**config.mk**
```make
export PLATFORM = sky130hd
export DESIGN_NAME = trbhf_core
export DESIGN_NICKNAME = d
export VERILOG_FILES = /design/src/trbhf_pkg.sv /design/src/trbhf_fifo.sv /design/src/trbhf_core.sv
export SDC_FILE = /design/constraint.sdc
export NUM_CORES = 1
export LEC_CHECK = 0
export ABC_AREA = 0
export BUFFER_PORTS_ARGS = -buffer_cell sky130_fd_sc_hd__buf_2
export CELL_PAD_IN_SITES_DETAIL_PLACEMENT = 1
export CELL_PAD_IN_SITES_GLOBAL_PLACEMENT = 2
export CORE_MARGIN = 3
export CORE_UTILIZATION = 41
export CTS_CLUSTER_SIZE = 24
export DETAILED_ROUTE_END_ITERATION = 8
export PLACE_DENSITY = 0.78
export REMOVE_ABC_BUFFERS = 1
export SLEW_MARGIN = 20
export SYNTH_ARGS = -nofsm -noshare
export SYNTH_HDL_FRONTEND = slang
export SYNTH_HIERARCHICAL = 1
export SYNTH_SLANG_ARGS = --single-unit
```
**constraint.sdc**
```tcl
create_clock -name clock -period 3.5 [get_ports clock]
set_input_delay 0.175 -clock clock [delete_from_list [all_inputs] [get_ports clock]]
set_output_delay 0.175 -clock clock [all_outputs]
set_load 0.05 [all_outputs]
```
**src/trbhf_pkg.sv**
```systemverilog
// package: constants and carrier types for the tape read buffer write and hash filter
package trbhf_pkg;
  localparam int    CLK_MHZ         = 50;
  localparam int    DIGITS          = 12;
  localparam int    HASH_DELAY_US   = 1200;
  localparam int    HASH_DELAY_CYC  = HASH_DELAY_US * CLK_MHZ;
  localparam int    CYCLE_US        = 8;
  localparam int    CYCLE_CYC       = CYCLE_US * CLK_MHZ;
  localparam int    PHASE_CYC       = CYCLE_CYC / 8;
  localparam int    NUM_WORD_CHARS  = 12;
  localparam int    ALPHA_WORD_CHARS = 6;
  localparam int    FIFO_WIDTH      = 6;
  localparam int    FIFO_DEPTH      = 16;
  localparam logic [2:0] TRC_START_A = 3'h2;
  localparam logic [2:0] TRC_END_A   = 3'h5;
  localparam logic [2:0] TRC_START_B = 3'h6;
  localparam logic [2:0] TRC_END_B   = 3'h1;

  typedef enum logic [1:0] {TRBHF_IDLE, TRBHF_FIRST, TRBHF_SECOND} trbhf_state_t;

  typedef struct packed {
    logic       to_reg_b;
    logic [3:0] location;
    logic [5:0] data;
  } trbhf_write_t;

  typedef struct packed {
    logic parity;
    logic untranslatable;
  } trbhf_err_t;
endpackage

```
**src/trbhf_fifo.sv**
```systemverilog
// file: parameterised valid/ready fifo for translated characters
`timescale 1ns/10ps
module trbhf_fifo
  import trbhf_pkg::*;
#(
  parameter int WIDTH = FIFO_WIDTH,
  parameter int DEPTH = FIFO_DEPTH
) (
  input  wire logic             clock,
  input  wire logic             rst_n,
  input  wire logic             flush,
  input  wire logic             in_valid,
  output logic                  in_ready,
  input  wire logic [WIDTH-1:0] in_data,
  output logic                  out_valid,
  input  wire logic             out_ready,
  output logic      [WIDTH-1:0] out_data
);
  localparam int AW = $clog2(DEPTH);

  initial begin
    if (DEPTH < 2 || (1 << AW) != DEPTH) $error("fifo depth must be a power of two");
  end

  logic [WIDTH-1:0] mem [DEPTH];
  logic [AW:0]      wr_ptr;
  logic [AW:0]      rd_ptr;
  logic             push;
  logic             pop;

  assign in_ready  = (wr_ptr - rd_ptr) != (AW+1)'(DEPTH);
  assign out_valid = wr_ptr != rd_ptr;
  assign push      = in_valid && in_ready;
  assign pop       = out_valid && out_ready;
  assign out_data  = mem[rd_ptr[AW-1:0]];

  always_ff @(posedge clock) begin
    if (push) begin
      mem[wr_ptr[AW-1:0]] <= in_data;
    end
  end

  always_ff @(posedge clock or negedge rst_n) begin
    if (!rst_n) begin
      wr_ptr <= '0;
      rd_ptr <= '0;
    end else if (flush) begin
      wr_ptr <= '0;
      rd_ptr <= '0;
    end else begin
      if (push) wr_ptr <= wr_ptr + 1'b1;
      if (pop) rd_ptr <= rd_ptr + 1'b1;
    end
  end
endmodule

```
**src/trbhf_core.sv**
```systemverilog
// file: input buffer write-drive steering and hash-pulse filter
//
// Contract
// - word driver picks register A or B
// - no drives in check-read or checker
// - digit count decode selects one location
// - first sample at T2,3 or T6,7
// - alphanumeric second sample at T4,5 / T0,1
// - step digit counter between energizations
// - alphanumeric pair written T4,T6 or T0,T2
// - backward read fills from least digit
// - forward numeric also fills from least digit
// - forward alphanumeric fills pairs 11,12 downward
// - hash window set on start, gap
// - window cleared on first word end, or on checker digit 11 to 12 with checker
// - window errors held, not flagged
// - overskew check inhibited during window
// - 1.2 ms delay retriggered by bits
// - expiry deletes only in window, operating
// - delete clears errors, inputs, even buffer
// - delete clears digit and word counters when rw control is read
// - delete passed to checker item counter
// - held error at window end is genuine
// - read cycle on 8 us boundary, T2-T5 or T6-T1
`timescale 1ns/10ps
module trbhf_core
  import trbhf_pkg::*;
#(
  parameter int HASH_CYCLES = HASH_DELAY_CYC,
  parameter int PHASE_CYCLES = PHASE_CYC,
  parameter bit ODD_SYNC    = 1'b1
) (
  input  wire logic          clock,
  input  wire logic          rst_n,
  input  wire logic          word_driver_set,
  input  wire logic          check_read,
  input  wire logic          checker_connected,
  input  wire logic          alphanumeric,
  input  wire logic          backward,
  input  wire logic          read_operate,
  input  wire logic          rw_control_read,
  input  wire logic          sprocket_ready,
  input  wire logic [7:0]    channel_bits,
  input  wire logic          char_valid,
  output logic               char_ready,
  input  wire logic [5:0]    char_data,
  input  wire logic          read_motion_start,
  input  wire logic          block_gap_detected,
  input  wire logic          checker_digit_11_to_12,
  input  wire trbhf_err_t    input_error,
  output logic               tape_read_cycle,
  output logic [DIGITS-1:0]  reg_a_write_drive,
  output logic [DIGITS-1:0]  reg_b_write_drive,
  output trbhf_write_t       write_word,
  output logic [3:0]         digit_count,
  output logic [3:0]         word_count,
  output logic               word_end_pulse,
  output logic               hash_window,
  output logic               overskew_check_enable,
  output logic               hash_delete,
  output logic               hash_delete_delayed,
  output logic               input_clear,
  output logic               even_buffer_clear,
  output logic               counter_clear_pulse,
  output logic               checker_item_counter_clear,
  output trbhf_err_t         window_error,
  output trbhf_err_t         diag_error,
  output logic               rw_error,
  output logic               checker_error
);
  localparam int HW = $clog2(HASH_CYCLES + 1);
  localparam int PW = $clog2(PHASE_CYCLES + 1);

  initial begin
    if (HASH_CYCLES < 2 || PHASE_CYCLES < 1) $error("timing counts too small");
  end

  function automatic logic [DIGITS-1:0] decode_digit(input logic [3:0] loc);
    decode_digit = '0;
    if (loc < 4'(DIGITS)) decode_digit[loc] = 1'b1;
  endfunction

  // ****************************************
  // phase timing: T0..T7 in an 8 us cycle
  // ****************************************
  logic [PW-1:0] phase_cnt;
  logic [2:0]    phase;
  logic          phase_tick;

  assign phase_tick = phase_cnt == PW'(PHASE_CYCLES - 1);

  always_ff @(posedge clock or negedge rst_n) begin
    if (!rst_n) begin
      phase_cnt <= '0;
      phase     <= '0;
    end else if (phase_tick) begin
      phase_cnt <= '0;
      phase     <= phase + 3'h1;
    end else begin
      phase_cnt <= phase_cnt + 1'b1;
    end
  end

  // ****************************************
  // character fifo from the translator
  // ****************************************
  logic       fifo_valid;
  logic       fifo_pop;
  logic [5:0] fifo_data;

  trbhf_fifo #(.WIDTH(6), .DEPTH(FIFO_DEPTH)) u_fifo (
    .clock     (clock),
    .rst_n     (rst_n),
    .flush     (hash_delete),
    .in_valid  (char_valid),
    .in_ready  (char_ready),
    .in_data   (char_data),
    .out_valid (fifo_valid),
    .out_ready (fifo_pop),
    .out_data  (fifo_data)
  );

  // ****************************************
  // tape read cycle and write sequencing
  // ****************************************
  trbhf_state_t state;
  logic [2:0]   start_phase;
  logic [2:0]   first_phase;
  logic [2:0]   second_phase;
  logic         drives_allowed;
  logic         energize;
  logic [3:0]   next_digit;
  logic [3:0]   word_len;

  assign start_phase  = ODD_SYNC ? TRC_START_A : TRC_START_B;
  // digits land two and four phases after the cycle opens
  assign first_phase  = start_phase + 3'h2;
  assign second_phase = start_phase + 3'h4;
  assign drives_allowed = !check_read && !checker_connected;
  assign word_len     = alphanumeric ? 4'(ALPHA_WORD_CHARS) : 4'(NUM_WORD_CHARS);

  // start only at a cycle boundary after a sprocket
  always_ff @(posedge clock or negedge rst_n) begin
    if (!rst_n) begin
      tape_read_cycle <= 1'b0;
    end else if (phase_tick) begin
      if (phase + 3'h1 == start_phase) tape_read_cycle <= sprocket_ready && fifo_valid;
      else if (phase + 3'h1 == start_phase + 3'h4) tape_read_cycle <= 1'b0;
    end
  end

  // first sample, then alphanumeric second sample
  assign energize = phase_tick && tape_read_cycle && fifo_valid &&
                    ((state == TRBHF_FIRST && phase + 3'h1 == first_phase) ||
                     (state == TRBHF_SECOND && phase + 3'h1 == second_phase));
  assign fifo_pop = energize;

  always_ff @(posedge clock or negedge rst_n) begin
    if (!rst_n) begin
      state <= TRBHF_IDLE;
    end else begin
      case (state)
        TRBHF_IDLE: begin
          if (phase_tick && phase + 3'h1 == start_phase && sprocket_ready && fifo_valid) state <= TRBHF_FIRST;
        end
        TRBHF_FIRST: begin
          if (energize) state <= alphanumeric ? TRBHF_SECOND : TRBHF_IDLE;
          else if (!tape_read_cycle && phase_tick) state <= TRBHF_IDLE;
        end
        TRBHF_SECOND: begin
          if (energize || (phase_tick && !tape_read_cycle)) state <= TRBHF_IDLE;
        end
        default: state <= TRBHF_IDLE;
      endcase
    end
  end

  // digit order per mode
  always_comb begin
    next_digit = digit_count + 4'h1;
    if (!backward && alphanumeric) begin
      next_digit = digit_count[0] ? digit_count - 4'h3 : digit_count + 4'h1;
    end
  end

  logic [3:0] start_digit;
  assign start_digit = (!backward && alphanumeric) ? 4'(DIGITS - 2) : 4'h0;
  logic last_digit;
  assign last_digit = (!backward && alphanumeric) ? digit_count == 4'h1 : digit_count == 4'(DIGITS - 1);

  always_ff @(posedge clock or negedge rst_n) begin
    if (!rst_n) begin
      digit_count <= '0;
      word_count  <= '0;
    end else if (counter_clear_pulse) begin
      digit_count <= start_digit;
      word_count  <= '0;
    end else if (read_motion_start || block_gap_detected) begin
      digit_count <= start_digit;
    end else if (energize) begin
      digit_count <= last_digit ? start_digit : next_digit;
      if (last_digit) word_count <= word_count + 4'h1;
    end
  end

  // word end on the closing character of a word
  logic [3:0] chars_in_word;
  always_ff @(posedge clock or negedge rst_n) begin
    if (!rst_n) begin
      chars_in_word  <= '0;
      word_end_pulse <= 1'b0;
    end else begin
      word_end_pulse <= 1'b0;
      if (hash_delete) begin
        chars_in_word <= '0;
      end else if (energize && (state == TRBHF_FIRST)) begin
        if (chars_in_word == word_len - 4'h1) begin
          chars_in_word  <= '0;
          word_end_pulse <= 1'b1;
        end else begin
          chars_in_word <= chars_in_word + 4'h1;
        end
      end
    end
  end

  // one-hot drives gated by the word driver
  always_ff @(posedge clock or negedge rst_n) begin
    if (!rst_n) begin
      reg_a_write_drive <= '0;
      reg_b_write_drive <= '0;
      write_word        <= '0;
    end else begin
      reg_a_write_drive <= '0;
      reg_b_write_drive <= '0;
      if (energize && drives_allowed) begin
        if (word_driver_set) reg_b_write_drive <= decode_digit(digit_count);
        else reg_a_write_drive <= decode_digit(digit_count);
        write_word <= '{to_reg_b: word_driver_set, location: digit_count, data: fifo_data};
      end
    end
  end

  // ****************************************
  // hash window and retriggerable delay
  // ****************************************
  logic [HW-1:0] delay_cnt;
  logic          delay_expire;

  // reload on any channel bit, pulse at zero
  always_ff @(posedge clock or negedge rst_n) begin
    if (!rst_n) begin
      delay_cnt    <= '0;
      delay_expire <= 1'b0;
    end else begin
      delay_expire <= 1'b0;
      if (|channel_bits) begin
        delay_cnt <= HW'(HASH_CYCLES);
      end else if (delay_cnt != '0) begin
        delay_cnt <= delay_cnt - 1'b1;
        if (delay_cnt == HW'(1)) delay_expire <= 1'b1;
      end
    end
  end

  logic window_end;
  assign window_end = hash_window &&
                      (checker_connected ? checker_digit_11_to_12 : word_end_pulse);

  always_ff @(posedge clock or negedge rst_n) begin
    if (!rst_n) begin
      hash_window <= 1'b0;
    end else if (read_motion_start || block_gap_detected) begin
      hash_window <= 1'b1;
    end else if (window_end) begin
      hash_window <= 1'b0;
    end
  end

  assign overskew_check_enable = !hash_window;

  always_ff @(posedge clock or negedge rst_n) begin
    if (!rst_n) begin
      hash_delete         <= 1'b0;
      hash_delete_delayed <= 1'b0;
    end else begin
      hash_delete         <= delay_expire && hash_window && read_operate;
      hash_delete_delayed <= hash_delete;
    end
  end

  assign input_clear                = hash_delete;
  assign counter_clear_pulse        = hash_delete && rw_control_read;
  assign checker_item_counter_clear = hash_delete && checker_connected;

  always_ff @(posedge clock or negedge rst_n) begin
    if (!rst_n) begin
      even_buffer_clear <= 1'b0;
    end else begin
      even_buffer_clear <= hash_delete;
    end
  end

  // ****************************************
  // error holding and release
  // ****************************************
  trbhf_err_t held_at_end;
  assign held_at_end = window_end ? window_error : '0;

  always_ff @(posedge clock or negedge rst_n) begin
    if (!rst_n) begin
      window_error <= '0;
    end else if (hash_window && !window_end) begin
      // new error beats a delete in the same cycle
      window_error <= (hash_delete ? '0 : window_error) | input_error;
    end else begin
      window_error <= '0;
    end
  end

  always_ff @(posedge clock or negedge rst_n) begin
    if (!rst_n) begin
      diag_error    <= '0;
      rw_error      <= 1'b0;
      checker_error <= 1'b0;
    end else begin
      trbhf_err_t genuine;
      genuine = (hash_window ? '0 : input_error) | held_at_end;
      diag_error <= diag_error | genuine;
      if (|genuine) begin
        if (checker_connected) checker_error <= 1'b1;
        else rw_error <= 1'b1;
      end
    end
  end
endmodule

```
== Word level (Yosys, flattened, before mapping) ==
Memories as Yosys holds them, arrays and structs flattened. A register that Yosys moved wholly into a read port is not among the register bits.
Cells that the tools add are included.
Word-level totals
  memories: 1
  memory bits (writable): 96
  input bits: 30
  register bits after elaboration: 90
  word-level logic and storage cells: 164
Cells by class
  eq/ne operators: 16
  multiplexer cells: 53
  magnitude comparators: 3
  reduce and logical (&&, ||, !) cells: 51
  bitwise operators: 4
  add/sub/neg operators: 11
Memory list
  u_fifo.mem: words 16, bits a word 6, read ports 1, clocked after Yosys merged registers in 1, write ports 1, line trbhf_fifo.sv:25  | logic [WIDTH-1:0] mem [DEPTH];
Operators with widths (count)
  12-bit two-way mux: 5
  4-bit two-way mux: 15
  16-bit two-way mux: 2
  1-bit logical AND: 23
  5-bit two-way mux: 4
  2-bit two-way mux: 9
  16-bit by 1-bit equality test with 1-bit output, second input constant: 1
  16-bit nonzero test: 1
  2-bit nonzero test: 8
  16-bit by 1-bit subtractor with 16-bit output, second input constant: 1
  1-bit two-way mux: 15
  4-bit by 1-bit adder with 4-bit output, second input constant: 3
  5-bit by 1-bit adder with 5-bit output, second input constant: 2
  8-bit OR reduction: 1
  1-bit logical NOT: 7
  6-bit by 1-bit adder with 6-bit output, second input constant: 1
  3-bit equality test, second input constant: 2
  6-bit equality test, second input constant: 1
  6-bit two-way mux: 1
  2-bit bitwise OR: 3
  2-bit one-hot mux with 3 select lines: 1
  2-bit AND reduction: 3
  3-bit AND reduction: 2
  4-bit by 5-bit less-than comparator with 1-bit output, second input constant: 1
  23 further kinds: 26

== Logic depth before layout (Yosys ltp) ==
Gate-level depths: netlist of run 1.
  word-level depth: 8
  mapped depth: 15
  gate-level depth less buffers: 11

== Hierarchy ==
Netlist of run 1, hierarchy kept.
Modules (own cells, without submodules)
  trbhf_fifo: cells each 232, area each 4436.8 um^2, times used 1
  trbhf_core: cells each 379, area each 3958.8 um^2, times used 1

== Worst setup path before layout of run 1 ==
Ideal clock, no wire load.
  path type: flip-flop to flip-flop
  from: register u_fifo.rd_ptr[1]
  to: memory u_fifo.mem[3][0], enable pin
  buffers on the path: 3
  data arrival time: 2.838 ns
  cell stages (with the launch flop): 11
  data required time: 3.114 ns
  setup slack: 0.276 ns
  cell sequence: dfrtp_1 -> clkbuf_1 -> clkbuf_1 -> inv_1 -> ha_1 -> nor2b_4 -> o21a_1 -> o21a_1 -> o22a_1 -> buf_6 -> nor4_1
On the way
  cells in the longest elaborated chain, start to end: 5
RTL lines
  from (decl): line trbhf_fifo.sv:27  | logic [AW:0] rd_ptr;
  from (signal assigned): line trbhf_fifo.sv:52  | if (pop) rd_ptr <= rd_ptr + 1'b1;
  5-bit subtractor: line trbhf_fifo.sv:31  | assign in_ready = (wr_ptr - rd_ptr) != (AW+1)'(DEPTH);
  5-bit inequality test: line trbhf_fifo.sv:31
  1-bit logical AND: line trbhf_fifo.sv:33  | assign push = in_valid && in_ready;
  1-bit two-way mux: line trbhf_fifo.sv:38  | if (push) begin
  1-bit two-way mux (implied by the code): line trbhf_fifo.sv:39  | mem[wr_ptr[AW-1:0]] <= in_data;
  to (decl): line trbhf_fifo.sv:25
Every way passes these cells.

== Final worst setup path of run 1 ==
  from: register u_fifo.rd_ptr[2]
  to: memory u_fifo.mem[9][1], enable pin
The elaborated chain is that of the path after synthesis.

==> results of run 1 <==
## Yosys cell counts (all sizes together) (10+ instances only)
cell,count
dfrtp,96
edfxtp,96
nor2,56
nand2,43
mux4,30
xnor2,24
a21oi,23
ha,23
inv,23
and3,17
o21ai,17
clkbuf,16
mux2,13
nand3,13
nor3,11
nor4,10
## placed cells by master, fill, tap and decap left out, types with 5 or more instances in the layout
cell       instances
buf_2             88
mux4_2            30
clkbuf_16         17
a21oi_1           23
ha_1              23
or3_1              5
inv_6              5
nand4_1            6
inv_1             22
mux2_2            13
nand2_1           43
o21ai_0           16
dfrtp_1           96
xnor2_1           24
nor4_1             9
and2_1             7
nand3_1           13
or4_1              5
buf_4              9
edfxtp_1          96
and3_1            17
nor3_1            11
nor2_1            56
nor2b_1            8
## power by group through the flow
stage	clock, mW	sequential, mW	combinational, mW
final	1.89	2.61	0.627
after global routing	2.05	2.62	0.697
after CTS	1.94	2.61	0.630
after detailed placement	0	2.66	0.620
after global placement	0	2.65	0.594
after floorplan	0	2.65	0.366
## per-layer routing
metal | wire, um | GRT usage
met5 | 0 | 0
met4 | 138 | 0.0517
met3 | 1010 | 0.0377
met2 | 9220 | 0.289
met1 | 8640 | 0.243
## worst max path at each step
stage	from	endpoint	cells past startpoint
finish	u_fifo/rd_ptr[2]	u_fifo/mem[9][1]	7
global placement	u_fifo/rd_ptr[2]	u_fifo/mem[4][1]	7
global route	u_fifo/rd_ptr[2]	u_fifo/mem[9][1]	7
CTS	u_fifo/rd_ptr[2]	u_fifo/mem[9][1]	7
floorplan	u_fifo/rd_ptr[0]	reg_b_write_drive[4]	7
detailed placement	u_fifo/rd_ptr[2]	u_fifo/mem[8][1]	7
## sequential cells by signal, summed over array words and instances, names as in the netlist
name	flops
rw_error	1
reg_b_write_drive	12
hash_delete	1
checker_error	1
tape_read_cycle	1
digit_count	4
hash_window	1
window_error	2
word_count	4
delay_cnt	16
u_fifo/rd_ptr	5
chars_in_word	4
word_end_pulse	1
phase	3
phase_cnt	6
write_word	11
delay_expire	1
u_fifo/mem	96
diag_error	2
even_buffer_clear	1
state	2
reg_a_write_drive	12
u_fifo/wr_ptr	5
## layout make-up
cell class,count,share of cell area
clock buffers,18,0.0441
well taps,265,0.0340
flip-flops and latches,192,0.543
clock inverters,14,0.0157
inverters,23,0.00886
repair buffers,101,0.0563
multi-input cells,371,0.298
## critical path: cells and delay by family (launching register included)
kind                     cells  cell delay (ns)
XOR/XNOR                     1             0.21
AND/OR/NAND/NOR              3             1.35
AO/OA/AOI/OAI                1             0.28
buffers and inverters        1             0.13
adder cells (fa/ha/maj)      1             0.36
flip-flops                   1             0.53
## kinds of logic (layout without fill, tap and decap cells)
logic type	Yosys count	after routing	share of synthesized area
multiplexers	47	47	0.103
buffers and inverters	48	156	0.0250
XOR/XNOR	28	28	0.0292
adder cells (fa/ha/maj)	23	23	0.0343
flip-flops	192	192	0.630
AO/OA/AOI/OAI	64	64	0.0472
AND/OR/NAND/NOR	209	209	0.132
## stage by stage
step           instances  setup TNS (ns)   util
2_1_floorplan        586          -16.17      -
3_3_place_gp         948               0  0.461
3_5_place_dp         948               0  0.461
4_1_cts              984               0  0.492
5_1_grt              984               0  0.492
6_report             984               0  0.492
==> impl_metrics.py, run 1 <==
metrics = {
    "logic_synthesis": {
        "synth-seq-area-share": 0.630,
        "syn_area_per_cell_um2": 13.7,
        "yosysTopAreaCell": "edfxtp_1",
        "netlist_instances": 611,
        "synth_edf_count": 96,
        "syn-cell-area_um2": 8400,
        "ys_ff_latch": 192,
        "yosys.area.top_type_share": 0.343,
        "async_flop_share": 0.500,
        "yosys_warnings": 6,
        "yosysUniqueCellTypes": 60,
        "synthFlopType": "edfxtp_1",
        "ys_top_cells_by_area": "edfxtp_1, dfrtp_1, mux4_2",
    },
    "critical_path": {
        "worst-r2r-setup-slack_ns": 0.31,
        "timing.rr.end": "u_fifo/mem[9][1]",
        "cp_data_arrival_time_ns": 3.29,
        "crit_type": "reg2reg",
        "critPathLaunchType": "flop",
        "cp_slowest_cell": "nor2_1",
        "worstPathRequired_ns": 3.60,
        "reg2reg_depth": 7,
        "path_cells": "inv_1 > ha_1 > xnor2_1 > and4bb_1 > o22a_1 > nor2_1 > and3_1",
        "critPathMaxStageDelay_ns": 0.67,
        "end_kind": "flop",
        "timing.rr.start": "u_fifo/rd_ptr[2]",
        "cp_max_fo": 14,
    },
    "global_route": {
        "grt_pass1_wl_um": 30700,
        "grt_pass1_vias": 5639,
        "grt_use_total": 0.177,
        "antenna_found_initial": 0,
        "grt_max_degree": 73,
        "grt_remaining_overflow": 0,
    },
    "timing": {
        "setup_slack_ns": 0.307,
        "max_freq_ghz": 0.313,
        "worstMarginPinSlew_ns": 0.894,
        "fin_crit_sh": 0.912,
        "hold_viol_final": 0,
        "period_minus_slack_ns": 3.19,
        "rsz0062_at_grt": "false",
        "hold_ws_ns": 0.0274,
        "skew_ns": 0.0139,
        "drv_slew": 0,
        "finalSetupViolCount": 0,
        "maxSlewHeadroom": 0.404,
    },
    "placement": {
        "dp_slack_ns": 0.442,
        "routabilityCongestion": 0.803,
        "io_buffers": 89,
        "dp_hpwl_um": 13700,
        "placed_cell_area_um2": 9120,
    },
    "die": {
        "die_x_um": 149,
        "initial_utilization": 0.424,
        "rows": 51,
        "dieArea_um2": 22200,
        "core-area_um2": 19800,
        "fp.dieH_um": 149,
        "io_pins": 90,
    },
    "power": {
        "seqPwrFrac": 0.509,
        "cellPowerDensity_nw_per_um2": 526,
        "power.total_mw": 5.13,
        "power_switching_mw": 1.42,
        "p_int_mw": 3.71,
        "clkPwrFrac": 0.369,
        "p_sw_frac": 0.277,
        "ir_drop_mv": 0.316,
        "p_leak_nw": 3.95,
        "pwr-share-comb": 0.122,
    },
    "clocking": {
        "cts_tree": "yes",
        "cts_max_path_buffers": 2,
        "clkLatencyLatePin_ns": 0.44,
        "cts_setup_buffers": 0,
        "h-tree-depth": 4,
        "cts.sinks": 192,
        "path_clk_slew_ns": 0.07,
        "cts_resized": 0,
        "hold_buffers": 4,
        "cts_buffers": 17,
        "root_buffer": "clkbuf_16",
    },
    "routing": {
        "detailroute.via_count": 5266,
        "drc_errors": 0,
        "wl_per_cell_um": 19.3,
        "wl_um": 19000,
        "first_pass_iters": 4,
        "drt_iter0_drc": 363,
        "drt-vias-per-instance": 5.35,
        "ant_nets": 0,
    },
    "cells_and_area": {
        "register_area_um2": 5290,
        "drive_gt1_frac": 0.255,
        "multi_input_area_um2": 2910,
        "area_delta_synth_final_pct": 16.0,
        "finalNetCount": 759,
        "finalInstanceArea_um2": 9740,
        "final.fill_count": 2067,
        "n_antenna_cell": 0,
    },
    "min_path": {
        "min_from": "read_motion_start",
        "whs_path_depth": 3,
        "hold_end": "hash_window",
        "worst_hold_path_type": "in2reg",
    },
    "status": {
        "status": "complete, no violations",
    },
    "job": {
        "drv_cap": 0,
    },
}
No activity file was read; power rests on OpenSTA's default activity.
==> run 2: changes to the inputs <==
--- a/config.mk
+++ b/config.mk
@@ -9,6 +9,7 @@
 export BUFFER_PORTS_ARGS = -buffer_cell sky130_fd_sc_hd__buf_2
 export CELL_PAD_IN_SITES_DETAIL_PLACEMENT = 1
 export CELL_PAD_IN_SITES_GLOBAL_PLACEMENT = 2
+export CORE_ASPECT_RATIO = 0.75
 export CORE_MARGIN = 3
 export CORE_UTILIZATION = 41
 export CTS_CLUSTER_SIZE = 24
==> run 2 against run 1 <==
First-iteration DRC count increased by 29%; clock-buffer cell count decreased by 1; utilization increased by 0.21 points; via count increased by 1.7%; die area about the same; final cell count decreased by 0.91%; maximum frequency increased by 1.8%; design area about the same; clock power about the same; combinational power increased by 3.2%; register-to-register slack improved by 0.06 ns; sequential power about the same; highest routed layer unchanged.
==> impl_metrics.py, run 2 (same netlist as run 1, synthesis figures left out) <==
metrics = {
    "clocking": {
        "cts_tree": "yes",
        "cts_setup_buffers": 0,
        "cts_max_path_buffers": 2,
        "path_clk_slew_ns": 0.07,
        "clkLatencyLatePin_ns": 0.43,
        "h-tree-depth": 4,
        "root_buffer": "clkbuf_16",
        "cts_buffers": 17,
        "cts.sinks": 192,
    },
    "timing": {
        "drv_slew": 0,
        "period_minus_slack_ns": 3.14,
        "skew_ns": 0.0123,
        "fin_crit_sh": 0.896,
        "finalSetupViolCount": 0,
        "rsz0062_at_grt": "false",
        "worstMarginPinSlew_ns": 0.884,
        "maxSlewHeadroom": 0.410,
        "max_freq_ghz": 0.319,
        "hold_viol_final": 0,
    },
    "critical_path": {
        "cp_max_fo": 14,
        "cp_data_arrival_time_ns": 3.24,
        "crit_type": "reg2reg",
        "end_kind": "flop",
        "critPathLaunchType": "flop",
        "worstPathRequired_ns": 3.60,
    },
    "power": {
        "ir_drop_mv": 0.359,
        "cellPowerDensity_nw_per_um2": 530,
        "power.total_mw": 5.16,
        "p_leak_nw": 3.95,
    },
    "die": {
        "initial_utilization": 0.426,
        "core-area_um2": 19700,
        "die_x_um": 171,
        "dieArea_um2": 22200,
        "fp.dieH_um": 130,
        "rows": 44,
        "io_pins": 90,
    },
    "cells_and_area": {
        "final_cell_mix": "dfrtp_1, edfxtp_1, buf_2",
        "final.fill_count": 2024,
        "n_antenna_cell": 0,
        "finalNetCount": 762,
        "area_delta_synth_final_pct": 16.1,
        "finalInstanceArea_um2": 9750,
        "largest_reg_flops": 96,
        "drive_gt1_frac": 0.256,
    },
    "routing": {
        "met1Wirelength_um": 10200,
        "wl_um": 20300,
        "drt-vias-per-instance": 5.49,
        "drt_iter0_drc": 469,
        "drc_errors": 0,
        "detailroute.via_count": 5353,
        "wl_per_cell_um": 20.8,
        "highest_layer": "met4",
        "first_pass_iters": 7,
        "ant_nets": 0,
        "wl_met3_um": 1090,
        "dr_wl_met2_um": 8820,
    },
    "global_route": {
        "grt_remaining_overflow": 0,
        "grt_use_total": 0.193,
        "grt_pass1_wl_um": 32400,
        "antenna_found_initial": 0,
        "grt_pass1_vias": 5586,
        "grt_max_degree": 50,
    },
    "placement": {
        "placed_cell_area_um2": 9110,
        "routabilityCongestion": 0.793,
        "io_buffers": 89,
        "dp_hpwl_um": 14300,
    },
    "status": {
        "status": "complete, no violations",
    },
    "min_path": {
        "worst_hold_path_type": "in2reg",
    },
    "job": {
        "drv_cap": 0,
    },
}
run 2: critical path, stage by stage (launching register included):
cell and delay, ns:
dfrtp_1 0.58, inv_1 0.13, ha_1 0.36, xnor2_1 0.21, and4bb_1 0.20, o22a_1 0.32, nor2_2 0.54, and3_1 0.46
run 2: metal layers:
metal  global-route usage  vias to the layer above
met5                    0                        -
met4               0.0511                        0
met3               0.0436                       15
met2                0.277                      147
met1                0.299                     2749
li1                     -                     2442
run 2: timing repair:
item / in CTS / in global routing
gates resized for setup: 0 / 1
endpoints found under the hold margin: 53 / 0
setup endpoints to repair: 0 / 84
hold buffers: 6 / 0
run 2: area by class of cell:
cell class	count	area, um2	share of cell area
Clock buffer	17	425	0.0437
Clock inverter	15	148	0.0151
Inverter	23	86.3	0.00886
Multi-Input combinational cell	371	2910	0.298
Sequential cell	192	5290	0.542
Tap cell	253	317	0.0325
Timing Repair Buffer	104	576	0.0591
run 2: final timing paths:
check	to	startpoint	depth (start not counted)	slack, ns
setup / recovery	u_fifo/mem[1][0]	u_fifo/rd_ptr[2]	7	0.36
hold / removal	rw_error	checker_connected	2	0.04
setup reg to reg	u_fifo/mem[1][0]	u_fifo/rd_ptr[2]	7	0.36
hold reg to reg	diag_error[1]	diag_error[1]	2	0.47
max in group asynchronous	reg_a_write_drive[8]	rst_n	3	2.39
min in group asynchronous	write_word[4]	rst_n	2	0.32
run 2: power breakdown:
group	switching, mW	internal (mW)
logic	0.418	0.228
clock network	0.898	1.00
registers	0.0924	2.52
run 2: stage by stage:
stage	setup slack [ns]	setup TNS (ns)	instances	utilization	hold WS (ns)
4_1_cts	0.108	0	975	0.494	0.0187
5_1_grt	0.172	0	975	0.494	0.0240
3_3_place_gp	0.322	0	937	0.462	0.240
2_1_floorplan	-0.540	-16.17	586	-	-0.121
6_report	0.364	0	975	0.494	0.0433
3_5_place_dp	0.190	0	937	0.462	0.244
==> run 3: changes to the inputs <==
--- a/config.mk
+++ b/config.mk
@@ -5,16 +5,16 @@
 export SDC_FILE = /design/constraint.sdc
 export NUM_CORES = 1
 export LEC_CHECK = 0
-export ABC_AREA = 0
+export ABC_AREA = 1
 export BUFFER_PORTS_ARGS = -buffer_cell sky130_fd_sc_hd__buf_2
 export CELL_PAD_IN_SITES_DETAIL_PLACEMENT = 1
 export CELL_PAD_IN_SITES_GLOBAL_PLACEMENT = 2
 export CORE_ASPECT_RATIO = 0.75
 export CORE_MARGIN = 3
-export CORE_UTILIZATION = 41
+export CORE_UTILIZATION = 38
 export CTS_CLUSTER_SIZE = 24
 export DETAILED_ROUTE_END_ITERATION = 8
-export PLACE_DENSITY = 0.78
+export PLACE_DENSITY = 0.79
 export REMOVE_ABC_BUFFERS = 1
 export SLEW_MARGIN = 20
 export SYNTH_ARGS = -nofsm -noshare
==> run 3 against run 2 <==
Combinational power rose by 13%; maximum frequency is 13% higher; final cell count rose by 35%; via count increased by 25%; register-to-register slack better by 0.39 ns; global-route usage is 0.56 points lower; die area grew 14%; routed wire length increased by 14%; clock-buffer cell count did not move; sequential share of layout area fell by 3.2 points; largest cell class unchanged; largest power group unchanged.
==> impl_metrics.py, run 3 <==
metrics = {
    "status": {
        "status": "complete, no violations",
    },
    "power": {
        "power.total_mw": 5.25,
        "p_leak_nw": 4.79,
        "cellPowerDensity_nw_per_um2": 506,
        "ir_drop_mv": 0.294,
    },
    "routing": {
        "first_pass_iters": 4,
        "drt-vias-per-instance": 5.06,
        "drt_iter0_drc": 440,
        "wl_per_cell_um": 17.5,
        "wl_um": 23100,
        "detailroute.via_count": 6681,
        "drc_errors": 0,
        "ant_nets": 0,
    },
    "critical_path": {
        "end_kind": "output pin",
        "path_common_cell": "nand2_1",
        "cp_data_arrival_time_ns": 2.60,
        "cp_max_fo": 13,
        "path_depth": 9,
        "worstPathRequired_ns": 3.32,
        "critical-path-top-delay-family": "flip-flops",
        "timing.rr.start": "u_fifo/rd_ptr[2]",
        "cp_slowest_cell": "dfrtp_1",
        "critPathMaxStageDelay_ns": 0.66,
        "path_cells": "inv_1 > ha_1 > a21oi_2 > nand2_1 > nand2_1 > nand2_1 > nor2_1 > nand2_4 > buf_2",
        "timing.rr.end": "u_fifo/rd_ptr[2]",
        "crit_buf_inv": 2,
        "reg2reg_depth": 15,
        "worst-r2r-setup-slack_ns": 0.75,
        "critPathLaunchType": "flop",
        "crit_type": "reg2out",
    },
    "timing": {
        "setup_slack_ns": 0.722,
        "final.setup.tns_ns": 0,
        "max_freq_ghz": 0.360,
        "fin_crit_sh": 0.794,
        "maxSlewHeadroom": 0.407,
        "finalSetupViolCount": 0,
        "worstMarginPinSlew_ns": 0.889,
        "drv_slew": 0,
        "hold_viol_final": 0,
        "period_minus_slack_ns": 2.78,
        "rsz0062_at_grt": "false",
        "hold_ws_ns": 0.0499,
        "skew_ns": 0.0122,
    },
    "logic_synthesis": {
        "synthAdderAreaFrac": 0.0323,
        "ys_top_cells_by_area": "edfxtp_1, dfrtp_1, nand2_1",
        "netlist_instances": 905,
        "synthMuxAreaShare": 0,
        "synth-seq-area-share": 0.594,
        "ys_ff_latch": 192,
        "yosys.area.top_type_share": 0.324,
        "syn-cell-area_um2": 8900,
        "synth_xor_area_frac": 0.0148,
        "synth_edf_count": 96,
        "synth_compound_area_frac": 0.0715,
        "async_flop_share": 0.500,
        "netlist_top_cells_count": "nand2_1, nor2_1, dfrtp_1, edfxtp_1, nand3_1",
        "synthFlopType": "edfxtp_1",
        "synth_top_family_by_area": "simple AND/OR/NAND/NOR gates",
        "yosys_warnings": 6,
        "synth-simple-area-share": 0.230,
        "yosysUniqueCellTypes": 41,
        "syn_area_per_cell_um2": 9.84,
        "synth_most_common_cell": "nand2_1",
        "yosysTopAreaCell": "edfxtp_1",
    },
    "cells_and_area": {
        "largest_reg_flops": 96,
        "final_common_cell": "nand2_1",
        "utilization": 0.460,
        "finalNetCount": 1066,
        "final_cell_mix": "nand2_1, nor2_1, dfrtp_1, edfxtp_1, nand3_1",
        "finalInstanceArea_um2": 10400,
        "final_cells": 1320,
        "n_antenna_cell": 0,
        "drive_gt1_frac": 0.181,
        "final.fill_count": 2604,
        "area_delta_synth_final_pct": 16.4,
    },
    "die": {
        "io_pins": 90,
        "dieArea_um2": 25300,
        "fp.dieH_um": 139,
        "initial_utilization": 0.395,
        "core-area_um2": 22500,
        "rows": 47,
        "die_x_um": 183,
    },
    "clocking": {
        "cts_tree": "yes",
        "h-tree-depth": 4,
        "clkLatencyLatePin_ns": 0.44,
        "cts_resized": 0,
        "cts_buffers": 17,
        "root_buffer": "clkbuf_16",
        "path_clk_slew_ns": 0.08,
        "cts.sinks": 192,
        "cts_setup_buffers": 0,
        "hold_buffers": 4,
        "cts_max_path_buffers": 2,
    },
    "placement": {
        "io_buffers": 89,
        "dp_hpwl_um": 16300,
        "routabilityCongestion": 0.759,
        "dp_slack_ns": 0.755,
        "placedCellCount": 1284,
        "placed_cell_area_um2": 9740,
    },
    "min_path": {
        "hold_end": "hash_window",
        "min_from": "read_motion_start",
        "whs_path_depth": 3,
        "worst_hold_path_type": "in2reg",
    },
    "global_route": {
        "grt_use_total": 0.188,
        "grt_pass1_wl_um": 37700,
        "grt_pass1_vias": 6817,
        "grt_remaining_overflow": 0,
        "antenna_found_initial": 0,
        "grt_max_degree": 61,
    },
    "job": {
        "drv_cap": 0,
    },
}
run 3: layer usage:
layer | GRT usage | share of wire | vias to the layer above | routed length (um)
met5 | 0 | 0 | - | 0
met4 | 0.0445 | 0.0081 | 0 | 186
met3 | 0.0299 | 0.041 | 17 | 955
met2 | 0.268 | 0.42 | 126 | 9630
met1 | 0.298 | 0.53 | 3278 | 12300
li1 | - | - | 3260 | -
run 3: power breakdown:
group / leakage [nW] / switching (mW) / internal (mW) / total (mW)
clock: 0.288 / 0.972 / 0.960 / 1.93
sequential: 2.09 / 0.0761 / 2.51 / 2.59
combinational: 2.41 / 0.511 / 0.217 / 0.728
total: 4.79 / 1.56 / 3.69 / 5.25
run 3: kinds of logic (layout without fill, tap and decap cells):
logic type	count (synthesis)	after routing
flip-flops	192	192
AO/OA/AOI/OAI	110	110
adder cells (fa/ha/maj)	23	23
XOR/XNOR	15	15
AND/OR/NAND/NOR	444	444
buffers and inverters	121	242
run 3: layout make-up:
| class | instances | area (um2) | area share |
|---|---|---|---|
| Clock buffer | 17 | 425 | 0.0411 |
| Timing Repair Buffer | 118 | 676 | 0.0652 |
| Multi-Input combinational cell | 592 | 3110 | 0.300 |
| Tap cell | 294 | 368 | 0.0355 |
| Clock inverter | 15 | 156 | 0.0151 |
| Inverter | 92 | 345 | 0.0333 |
| Sequential cell | 192 | 5290 | 0.510 |
run 3: tightest hold or removal path: cells and delay by family:
kind / cells / cell delay, ns
buffers and inverters: 1 / 0.07
AND/OR/NAND/NOR: 2 / 0.21
run 3: how the worst max path moves through the flow:
stage | slack [ns] | end | start
after floorplan | 0.56 | u_fifo/mem[12][0] | u_fifo/rd_ptr[1]
after global placement | 0.81 | u_fifo/rd_ptr[2] | u_fifo/rd_ptr[2]
after detailed placement | 0.75 | write_word[10] | u_fifo/rd_ptr[2]
after CTS | 0.69 | char_ready | u_fifo/rd_ptr[2]
after global routing | 0.47 | u_fifo/rd_ptr[2] | u_fifo/rd_ptr[2]
final | 0.72 | char_ready | u_fifo/rd_ptr[2]
